`config.mk`:
```
export PLATFORM = sky130hd
export DESIGN_NAME = gfx_exec
export DESIGN_NICKNAME = d
export VERILOG_FILES = /design/src/common/gfx_pkg.sv /design/src/core/gfx_exec.sv
export SDC_FILE = /design/constraint.sdc
export NUM_CORES = 2
export LEC_CHECK = 0
export BUFFER_PORTS_ARGS = -buffer_cell sky130_fd_sc_hd__clkbuf_2
export CAP_MARGIN = 40
export CORE_ASPECT_RATIO = 1.2
export CORE_MARGIN = 5
export CORE_UTILIZATION = 34
export DETAILED_ROUTE_END_ITERATION = 10
export PLACE_DENSITY = 0.57
export SYNTH_ARGS = -nofsm -noshare
export SYNTH_HDL_FRONTEND = slang
export SYNTH_SLANG_ARGS = --single-unit
```
`constraint.sdc`:
```
create_clock -name CORE_CLK -period 6.8 [get_ports CORE_CLK]
set_input_delay 1.7 -clock CORE_CLK [delete_from_list [all_inputs] [get_ports CORE_CLK]]
set_output_delay 1.7 -clock CORE_CLK [all_outputs]
set_load 0.1 [all_outputs]
```
`src/common/gfx_pkg.sv`:
```
`default_nettype none
package gfx_pkg;
  // Register map, one aligned word each; R0..at 4*n
  localparam logic [7:0] OFF_R0 = 8'h00;
  localparam logic [7:0] OFF_WIDTH = 8'h20;
  localparam logic [7:0] OFF_CMD = 8'h24;
  localparam logic [7:0] OFF_PSW = 8'h28;
  localparam logic [7:0] OFF_STAT = 8'h2C;
  localparam int IDX_HI = 4;
  localparam int IDX_LO = 2;
  localparam int PSW_F = 0;
  localparam int PSW_L = 1;
  localparam int STAT_BUSY = 0;
  localparam int STAT_ERR = 1;
  // Instruction word fields
  localparam logic [7:0] ENC_BB = 8'h0E;
  localparam logic [7:0] ENC_WORD_OR = 8'h2E;
  localparam logic [7:0] ENC_COPRO = 8'h4E;
  localparam logic [7:0] ENC_PATTERN = 8'h6E;
  localparam logic [7:0] ENC_BITTEST = 8'h8E;
  localparam int ZERO_HI = 23;
  localparam int ZERO_LO = 19;
  localparam int BIT_D = 18;
  localparam int BIT_X = 17;
  localparam int BIT_S = 15;
  localparam int OP_HI = 14;
  localparam int OP_LO = 11;
  localparam int SZ_HI = 10;
  localparam int SZ_LO = 9;
  localparam logic [3:0] OP_AND = 4'hA;
  localparam logic [3:0] OP_OR = 4'h6;
  localparam logic [3:0] OP_XOR = 4'hE;
  localparam logic [3:0] OP_FOR = 4'hC;
  localparam logic [3:0] OP_COPY = 4'h4;
  localparam logic [1:0] SZ_AND = 2'h3;
  localparam logic [1:0] SZ_OTHER = 2'h1;
  // Memory cycle kinds
  localparam logic [1:0] CYC_SRC_RD = 2'h0;
  localparam logic [1:0] CYC_DST_RD = 2'h1;
  localparam logic [1:0] CYC_DST_WR = 2'h2;
  localparam logic [31:0] WORD_BYTES = 32'h2;
  localparam logic [15:0] ALL_ONES = 16'hFFFF;
  typedef enum logic [3:0] {
    ST_IDLE = 4'h0, ST_LINE = 4'h1, ST_SRC = 4'h3, ST_DST = 4'h2,
    ST_WR = 4'h6, ST_STEP = 4'h7, ST_PRE = 4'h5
  } state_t;
  typedef enum logic [2:0] {
    K_AND, K_OR, K_XOR, K_COPY, K_WORD_OR, K_COPRO, K_PATTERN, K_BITTEST
  } kind_t;
endpackage
`default_nettype wire

```
`src/core/gfx_exec.sv`:
```
// Overview of operation
// - Masked moves: AND, OR, XOR, fast OR, copy
// - Ascending and true source are defaults
// - Fast OR: only ascending, true source
// - Edge masks follow source word order
// - Width counts source words per line
// - Horizontal by option, vertical by warp sign
// - Encoding: zero bits, D, S, X fields
// - Op and size fields decoded per table
// - Word OR: shift left, OR, step two
// - Coprocessor move repeats read/read/write cycles
// - Coprocessor step sign, final register values
// - Extra line-start source read unless L
// - Pattern stored count times, pointer stepped
// - Pattern end: count zero, last address
// - Bit test counts run from offset
// - Bit test keeps base, limits; updates offset
// - F takes value of previous bit
// - Offset past maximum: F equals option
// - L set on found bit or limit
// - Select bit gives bit test option
`default_nettype none
module gfx_exec
  import gfx_pkg::*;
(
  // Clock and reset
  input wire logic CORE_CLK,
  input wire logic RSTN,
  // APB slave
  input wire logic PSEL,
  input wire logic PENABLE,
  input wire logic PWRITE,
  input wire logic [7:0] PADDR,
  input wire logic [31:0] PWDATA,
  output logic [31:0] PRDATA,
  output logic PREADY,
  output logic PSLVERR,
  // Memory bus master
  output logic MEM_REQ,
  output logic MEM_WE,
  output logic [23:0] MEM_ADDR,
  output logic [15:0] MEM_WDATA,
  output logic [1:0] MEM_CYCLE,
  output logic MEM_COPRO,
  input wire logic [15:0] MEM_RDATA,
  input wire logic MEM_ACK
);
  state_t state_q;
  kind_t kind_q, cmd_kind;
  logic [31:0] gpr_q [8];
  logic [31:0] width_q, wcnt_q, line_words;
  logic [15:0] src_q, prev_q, res_q, srcv, mask, opres, wres;
  logic [31:0] shl, shr, wide, hstep, bt_addr;
  logic desc_q, inv_q, opt_q, first_q, half_q, flag_f_q, flag_l_q;
  logic err_q, armed_q, acc, is_bb, wr_en, cmd_wr, cmd_ok, bus_st;
  logic [31:0] prdata_q;
  logic [23:0] addr_q;
  logic [15:0] wdata_q;
  logic [1:0] cyc_q;
  logic we_q, copro_q;
  logic [3:0] op_f;
  logic mapped;

  assign op_f = PWDATA[OP_HI:OP_LO];
  assign acc = armed_q && MEM_ACK;
  assign is_bb = !kind_q[2];
  assign bus_st = state_q inside {ST_SRC, ST_DST, ST_WR, ST_PRE};
  assign wr_en = PSEL && PENABLE && PWRITE;
  assign cmd_wr = wr_en && PADDR == OFF_CMD && state_q == ST_IDLE;
  assign mapped = PADDR <= OFF_STAT && PADDR[1:0] == '0;
  assign PREADY = 1'b1;
  assign PSLVERR = PSEL && PENABLE && !mapped;
  assign PRDATA = prdata_q;
  assign MEM_REQ = armed_q;
  assign MEM_WE = we_q;
  assign MEM_ADDR = addr_q;
  assign MEM_WDATA = wdata_q;
  assign MEM_CYCLE = cyc_q;
  assign MEM_COPRO = copro_q;

  // Instruction word decode
  always_comb begin
    cmd_kind = K_AND;
    cmd_ok = 1'b0;
    case (PWDATA[7:0])
      ENC_BB: begin
        cmd_ok = PWDATA[ZERO_HI:ZERO_LO] == '0 &&
          PWDATA[BIT_X] == (op_f == OP_AND) &&
          PWDATA[SZ_HI:SZ_LO] == (op_f == OP_AND ? SZ_AND : SZ_OTHER);
        case (op_f)
          OP_AND: cmd_kind = K_AND;
          OP_OR: cmd_kind = K_OR;
          OP_XOR: cmd_kind = K_XOR;
          OP_COPY: cmd_kind = K_COPY;
          OP_FOR: begin
            cmd_kind = K_OR;
            if (PWDATA[BIT_D] || PWDATA[BIT_S]) begin
              cmd_ok = 1'b0;
            end
          end
          default: cmd_ok = 1'b0;
        endcase
      end
      ENC_WORD_OR: begin
        cmd_kind = K_WORD_OR;
        cmd_ok = 1'b1;
      end
      ENC_COPRO: begin
        cmd_kind = K_COPRO;
        cmd_ok = 1'b1;
      end
      ENC_PATTERN: begin
        cmd_kind = K_PATTERN;
        cmd_ok = 1'b1;
      end
      ENC_BITTEST: begin
        cmd_kind = K_BITTEST;
        cmd_ok = 1'b1;
      end
      default: cmd_ok = 1'b0;
    endcase
  end

  // Data path for one destination word
  always_comb begin
    shl = {src_q, prev_q} << gpr_q[2][3:0];
    shr = {prev_q, src_q} >> gpr_q[2][3:0];
    srcv = desc_q ? shr[15:0] : shl[31:16];
    if (inv_q) begin
      srcv = ~srcv;
    end
    mask = ALL_ONES;
    if (first_q) begin
      mask = mask & gpr_q[4][15:0];
    end
    if (wcnt_q == 32'h1) begin
      mask = mask & gpr_q[5][15:0];
    end
    case (kind_q)
      K_AND: opres = srcv & MEM_RDATA;
      K_OR: opres = srcv | MEM_RDATA;
      K_XOR: opres = srcv ^ MEM_RDATA;
      default: opres = srcv;
    endcase
    wres = (opres & mask) | (MEM_RDATA & ~mask);
    wide = {16'h0, src_q} << gpr_q[2][3:0];
    hstep = kind_q == K_COPRO ? gpr_q[4] :
      (desc_q ? -WORD_BYTES : WORD_BYTES);
    bt_addr = gpr_q[0] + 32'($signed(gpr_q[1]) >>> 3);
    line_words = kind_q == K_COPRO ? (gpr_q[2] + 32'h1) >> 1 : width_q;
  end

  // Execution sequencer and operand registers
  always_ff @(posedge CORE_CLK) begin
    if (!RSTN) begin
      state_q <= ST_IDLE;
      for (int i = 0; i < 8; i++) begin
        gpr_q[i] <= '0;
      end
      width_q <= '0;
      wcnt_q <= '0;
      kind_q <= K_AND;
      desc_q <= 1'b0;
      inv_q <= 1'b0;
      opt_q <= 1'b0;
      first_q <= 1'b0;
      half_q <= 1'b0;
      src_q <= '0;
      prev_q <= '0;
      res_q <= '0;
      flag_f_q <= 1'b0;
      flag_l_q <= 1'b0;
      err_q <= 1'b0;
    end else begin
      case (state_q)
        ST_IDLE: begin
          if (wr_en && PADDR < OFF_WIDTH) begin
            gpr_q[PADDR[IDX_HI:IDX_LO]] <= PWDATA;
          end
          if (wr_en && PADDR == OFF_WIDTH) begin
            width_q <= PWDATA;
          end
          if (wr_en && PADDR == OFF_PSW) begin
            flag_f_q <= PWDATA[PSW_F];
            flag_l_q <= PWDATA[PSW_L];
          end
          if (cmd_wr) begin
            err_q <= !cmd_ok;
          end
          if (cmd_wr && cmd_ok) begin
            kind_q <= cmd_kind;
            desc_q <= PWDATA[7:0] == ENC_BB && PWDATA[BIT_D];
            inv_q <= PWDATA[7:0] == ENC_BB && PWDATA[BIT_S];
            opt_q <= PWDATA[BIT_S];
            half_q <= 1'b0;
            res_q <= gpr_q[3][15:0];
            case (cmd_kind)
              K_WORD_OR: state_q <= ST_SRC;
              K_PATTERN: state_q <= gpr_q[2] == '0 ? ST_IDLE : ST_WR;
              K_BITTEST: begin
                gpr_q[2] <= '0;
                flag_f_q <= PWDATA[BIT_S];
                state_q <= ST_STEP;
              end
              default: state_q <= ST_LINE;
            endcase
          end
        end
        ST_LINE: begin
          if (gpr_q[3] == '0 || line_words == '0) begin
            state_q <= ST_IDLE;
          end else begin
            wcnt_q <= line_words;
            first_q <= 1'b1;
            prev_q <= '0;
            if (kind_q == K_COPRO) begin
              gpr_q[5] <= line_words;
            end
            state_q <= kind_q == K_COPRO && !flag_l_q ? ST_PRE : ST_SRC;
          end
        end
        ST_PRE: begin
          if (acc) begin
            prev_q <= MEM_RDATA;
            state_q <= ST_SRC;
          end
        end
        ST_SRC: begin
          if (acc && kind_q == K_BITTEST) begin
            if (MEM_RDATA[gpr_q[1][2:0]] == opt_q) begin
              gpr_q[1] <= gpr_q[1] + 32'h1;
              gpr_q[2] <= gpr_q[2] + 32'h1;
              state_q <= ST_STEP;
            end else begin
              flag_l_q <= 1'b1;
              state_q <= ST_IDLE;
            end
          end else if (acc) begin
            src_q <= MEM_RDATA;
            state_q <= ST_DST;
          end
        end
        ST_DST: begin
          if (acc) begin
            case (kind_q)
              K_WORD_OR: res_q <= MEM_RDATA |
                (half_q ? wide[31:16] : wide[15:0]);
              K_COPRO: res_q <= '0;
              default: res_q <= wres;
            endcase
            state_q <= ST_WR;
          end
        end
        ST_WR: begin
          if (acc) begin
            case (kind_q)
              K_WORD_OR: begin
                half_q <= 1'b1;
                state_q <= half_q ? ST_IDLE : ST_DST;
                if (half_q) begin
                  gpr_q[0] <= gpr_q[0] + WORD_BYTES;
                  gpr_q[1] <= gpr_q[1] + WORD_BYTES;
                end
              end
              K_PATTERN: begin
                gpr_q[2] <= gpr_q[2] - 32'h1;
                if (gpr_q[2] == 32'h1) begin
                  state_q <= ST_IDLE;
                end else begin
                  gpr_q[0] <= gpr_q[0] + gpr_q[1];
                end
              end
              default: begin
                if (kind_q == K_COPRO) begin
                  gpr_q[5] <= wcnt_q - 32'h1;
                end
                if (wcnt_q == 32'h1) begin
                  gpr_q[0] <= gpr_q[0] + gpr_q[6];
                  gpr_q[1] <= gpr_q[1] + gpr_q[7];
                  gpr_q[3] <= gpr_q[3] - 32'h1;
                  state_q <= ST_LINE;
                end else begin
                  gpr_q[0] <= gpr_q[0] + hstep;
                  gpr_q[1] <= gpr_q[1] + hstep;
                  wcnt_q <= wcnt_q - 32'h1;
                  first_q <= 1'b0;
                  prev_q <= src_q;
                  state_q <= ST_SRC;
                end
              end
            endcase
          end
        end
        ST_STEP: begin
          if (gpr_q[2] == gpr_q[3]) begin
            flag_l_q <= 1'b1;
            state_q <= ST_IDLE;
          end else if ($signed(gpr_q[1]) >= $signed(gpr_q[4])) begin
            flag_l_q <= 1'b0;
            state_q <= ST_IDLE;
          end else begin
            state_q <= ST_SRC;
          end
        end
        default: state_q <= ST_IDLE;
      endcase
    end
  end

  // Memory bus cycle outputs
  always_ff @(posedge CORE_CLK) begin
    if (!RSTN) begin
      armed_q <= 1'b0;
      addr_q <= '0;
      wdata_q <= '0;
      cyc_q <= CYC_SRC_RD;
      we_q <= 1'b0;
      copro_q <= 1'b0;
    end else begin
      armed_q <= bus_st && !acc;
      copro_q <= kind_q == K_COPRO && state_q != ST_IDLE;
      case (state_q)
        ST_SRC, ST_PRE: begin
          addr_q <= kind_q == K_BITTEST ? bt_addr[23:0] : gpr_q[0][23:0];
          cyc_q <= CYC_SRC_RD;
          we_q <= 1'b0;
        end
        ST_DST: begin
          addr_q <= 24'(gpr_q[1] + (half_q ? WORD_BYTES : '0));
          cyc_q <= CYC_DST_RD;
          we_q <= 1'b0;
        end
        ST_WR: begin
          addr_q <= kind_q == K_PATTERN ? gpr_q[0][23:0] :
            24'(gpr_q[1] + (half_q ? WORD_BYTES : '0));
          wdata_q <= res_q;
          cyc_q <= CYC_DST_WR;
          we_q <= 1'b1;
        end
        default: we_q <= 1'b0;
      endcase
    end
  end

  // APB read data, latched in the setup cycle
  always_ff @(posedge CORE_CLK) begin
    if (!RSTN) begin
      prdata_q <= '0;
    end else if (PSEL && !PENABLE) begin
      prdata_q <= '0;
      if (PADDR < OFF_WIDTH) begin
        prdata_q <= gpr_q[PADDR[IDX_HI:IDX_LO]];
      end
      case (PADDR)
        OFF_WIDTH: prdata_q <= width_q;
        OFF_PSW: begin
          prdata_q[PSW_F] <= flag_f_q;
          prdata_q[PSW_L] <= flag_l_q;
        end
        OFF_STAT: begin
          prdata_q[STAT_BUSY] <= state_q != ST_IDLE;
          prdata_q[STAT_ERR] <= err_q;
        end
        default: ;
      endcase
    end
  end
endmodule
`default_nettype wire

```
==> results summary <==
The total vias in the final route came out at 40557. The startpoint class of the critical path is a flop. Setup repair after global routing left no endpoint under its margin. The path class of the lowest-slack min-delay path is reg2reg.

The count of flip-flops with a built-in enable after synthesis is 256. Synthesis produced a netlist with a net count of 5200. The first-pass iteration count of the detailed router is 6.

The synthesized design spends more area on one cell type than any other, namely sky130_fd_sc_hd__edfxtp_1. From synthesis to final layout, the design area changed by 10.53%. The cell area after synthesis is 41380 um^2.

Clock tree synthesis inserted a total of 53 buffers. The post-detailed-route count of antenna-violating nets is 0. The count of standard-cell rows came out at 140.

The final-report max-slew violation count came out at 0. Setup violations remaining at the end of the flow were counted as 0. The final setup skew came out at 0.06995 ns.

The placer congestion estimate came out at 1.024. Data arrives at the worst endpoint at 5.63 ns. In the detailed route, the total length drawn on met3 is 19850 um.

The required time of the critical path is 7.21 ns. The post-detailed-route DRC marker count is 0. Yosys attributes the largest share of cell area to sky130_fd_sc_hd__edfxtp_1 19%, sky130_fd_sc_hd__dfxtp_1 9.8%, sky130_fd_sc_hd__ha_1 7.7%. Counting along the longest clock path gives a buffer depth of 3. Signal routing reaches up to met5. The signal on the critical path passes through clkinv_1, nor2_2, a21o_1, ha_1, nor2b_1, o31ai_1, nand3_1, a31oi_1, o21ai_0, a41oi_1, a21oi_1, a41oi_1, mux2i_1, o21ai_0, nand3_1. Summed over all failing endpoints, the final setup total negative slack is 0 ns. The critical path in this run is classified as reg2reg.

The number of hold violations in the final report came to 0. The detailed router's first-iteration violation count came out at 4939. In this run the worst path has a maximum fanout of 15. The global-route congestion overflow total came out at 0. The share of synthesized area in the top cell type comes to 18.58%.

The initial antenna violation count came out at 14. Of the cells placed in the final design, the portion with a size suffix greater than 1 is 11.01%. The clock transition at the registers of the reported paths is 0.06 ns.

Timing would allow up to 191.5 MHz. The number of global-route vias before repair came out at 38230. The run finished with clean final reports. The most critical setup path has its startpoint at desc_q. The floorplan step defined a die boundary enclosing 128800 um^2. The worst hold-check slack came out at 0.4705 ns.

The number of warning messages in the yosys log came out at 0. The largest single stage delay on the critical path is 0.71 ns. The final critical path time including I/O delays and setup came out at 5.221 ns. For this run, the leading register cell type out of synthesis is sky130_fd_sc_hd__edfxtp_1.

The core box area is 121200 um^2. In this run, distinct cell masters in the synthesized netlist total 100. The depth of the CTS H-tree came out at 2. STA classifies the critical path endpoint as a flop. The design draws 7.195 mW. The number of vias per cell came out at 6.220.

In this run, post-CTS hold repair placed 0 buffers. In the final routed layout, each cell accounts on average for 27.76 um. The slew of the pin with the lowest slew margin is 0.9338 ns.

TritonCTS built the clock tree. Synthesis inferred 459 register bits. The clock net in this run drives a total of 459 sinks. The number of filler instances in the final layout is 12505. The async set-reset flop share out of synthesis is 0%. The wire-length estimate of the detail-placed layout is 137500 um. The global routing usage summed across all routing layers is 26.91%. In this run the clock root is driven by a sky130_fd_sc_hd__clkbuf_16. After synthesis, the most frequently instantiated cells are 590 x sky130_fd_sc_hd__nand2_1, 317 x sky130_fd_sc_hd__nor2_1, 306 x sky130_fd_sc_hd__a21oi_1, 298 x sky130_fd_sc_hd__o21ai_0, 280 x sky130_fd_sc_hd__clkbuf_1. The relative slew slack came out at 37.75%. Across the run, the number of max-cap violations was 0. In this run the vertical extent of the chip is 392.2 um. Entering global routing, the biggest net connects 92 pins. The slowest stage cell on the critical path is sky130_fd_sc_hd__dfxtp_1.

Port buffering added 139 buffers. The startpoint identified for the worst register-to-register timing path is desc_q. The post-route fraction of the period consumed by the critical path is 76.78%. The routed length on met1 came out at 72860 um. The post-synthesis area per instance is 8.483 um^2. From left edge to right edge, the die measures 328.5 um. The effective utilization at floorplan came out at 34.14%. The post-synthesis sequential area ratio is 28.40%. The post-cts resize count is 0. The leakage power total is 18.59 nW.

The wire length of the first global-routing pass is 261300 um. Across the VDD grid, the largest voltage drop is 0.0001938 V. The most numerous cell in the Yosys netlist is sky130_fd_sc_hd__nand2_1. Power spread over the standard cell area amounts to 157.3 nW/um^2. The insertion delay to the later sink of the worst-skew pair came out at 0.68 ns. The net count of the finished layout came out at 5156. In this run the most critical hold path is launched from MEM_WDATA[2]. The aggregate routed wire length came out at 181000 um. For this design the top-level I/O count stands at 141. The setup fix buffers added after clock tree synthesis came out at 0. The gate count after technology mapping came out at 4878.

After detailed routing, the met2 layer carries 78000 um of wire.
-- report_power, final --
part	total [mW]	switching (mW)	internal [mW]
clock	3.18	1.38	1.79
combinational	0.905	0.601	0.304
sequential	3.11	0.131	2.98
total	7.19	2.11	5.08
-- routing by layer --
layer / vias up / track usage (%)
met4: 4 / 12.92
li1: 18096 / -
met3: 472 / 5.086
met2: 2393 / 41.21
met1: 19592 / 36.61
met5: - / 0
-- per-stage QoR --
stage	std cells	utilization [%]	setup WS [ns]	area [um^2]
5_1_grt	6517	37.73	1.413	45730
2_1_floorplan	4878	-	1.072	41380
4_1_cts	6510	37.70	1.703	45700
3_5_place_dp	6410	36.16	1.369	43830
6_report	6520	37.73	1.579	45740
3_3_place_gp	6398	36.04	1.070	43680
-- flip-flops by register name (all words and copies together) (netlist names), 2 cells and up --
| name | cells |
|---|---|
| gpr_q | 256 |
| PRDATA | 32 |
| wcnt_q | 32 |
| width_q | 32 |
| MEM_ADDR | 24 |
| MEM_WDATA | 16 |
| prev_q | 16 |
| res_q | 16 |
| src_q | 16 |
| kind_q | 3 |
| state_q | 3 |
| MEM_CYCLE | 2 |
-- logic make-up after synthesis --
| logic type | after synthesis | synth area share, % |
|---|---|---|
| flops | 459 | 28.40 |
| buf+inv | 491 | 4.693 |
| fa+ha+maj | 260 | 7.970 |
| compound gates | 1515 | 24.78 |
| xor+xnor | 381 | 8.064 |
| simple gates | 1554 | 17.96 |
| mux | 217 | 8.127 |
| other cells | 1 | 0.009062 |
-- area by class of cell --
class / count / area (um^2) / share of cell area, %
inverter: 128 / 481.7 / 1.053
tap: 1633 / 2043 / 4.467
clock buffer: 74 / 1549 / 3.387
multi-input combinational: 3928 / 27850 / 60.89
sequential: 459 / 11750 / 25.69
timing repair buffer: 264 / 1723 / 3.767
antenna: 8 / 20.02 / 0.04377
clock inverter: 26 / 320.3 / 0.7003
-- worst paths after layout --
path	end	cells past startpoint	slack (ns)
setup / recovery	gpr_q[0][30]	15	1.58
hold / removal	MEM_WDATA[2]	2	0.47
setup reg to reg	gpr_q[0][30]	15	1.58
hold reg to reg	MEM_WDATA[2]	2	0.47
-- critical path, delay by kind of cell, from the launching register on --
kind | cells | cell delay, ns
and+or+nand+nor | 4 | 1.10
muxes | 1 | 0.11
buffers and inverters | 1 | 0.33
DFF | 1 | 0.71
adders and majority gates | 1 | 0.28
AOI/OAI and AO/OA | 8 | 2.43
-- placed cells by master, fill, tap and decap left out, types with 47 or more instances in the layout --
master / n
sky130_fd_sc_hd__nand2_1: 587
sky130_fd_sc_hd__nor2_1: 306
sky130_fd_sc_hd__a21oi_1: 305
sky130_fd_sc_hd__o21ai_0: 296
sky130_fd_sc_hd__edfxtp_1: 256
sky130_fd_sc_hd__ha_1: 254
sky130_fd_sc_hd__xnor2_1: 245
sky130_fd_sc_hd__dfxtp_1: 203
sky130_fd_sc_hd__clkbuf_2: 136
sky130_fd_sc_hd__xor2_1: 134
sky130_fd_sc_hd__a21o_1: 126
sky130_fd_sc_hd__inv_1: 122
sky130_fd_sc_hd__and2_1: 119
sky130_fd_sc_hd__buf_4: 115
sky130_fd_sc_hd__mux2i_1: 111
sky130_fd_sc_hd__nand3_1: 105
sky130_fd_sc_hd__mux4_2: 94
sky130_fd_sc_hd__o211ai_1: 87
sky130_fd_sc_hd__nor3_1: 87
sky130_fd_sc_hd__a21boi_0: 81
sky130_fd_sc_hd__a211oi_1: 76
sky130_fd_sc_hd__o211a_1: 69
sky130_fd_sc_hd__o22ai_1: 61
sky130_fd_sc_hd__o221ai_1: 58
sky130_fd_sc_hd__a22oi_1: 56
sky130_fd_sc_hd__clkbuf_16: 56
sky130_fd_sc_hd__nand4_1: 52
sky130_fd_sc_hd__and3_1: 50
sky130_fd_sc_hd__nand2b_1: 47
No activity file was read; power rests on OpenSTA's default activity.
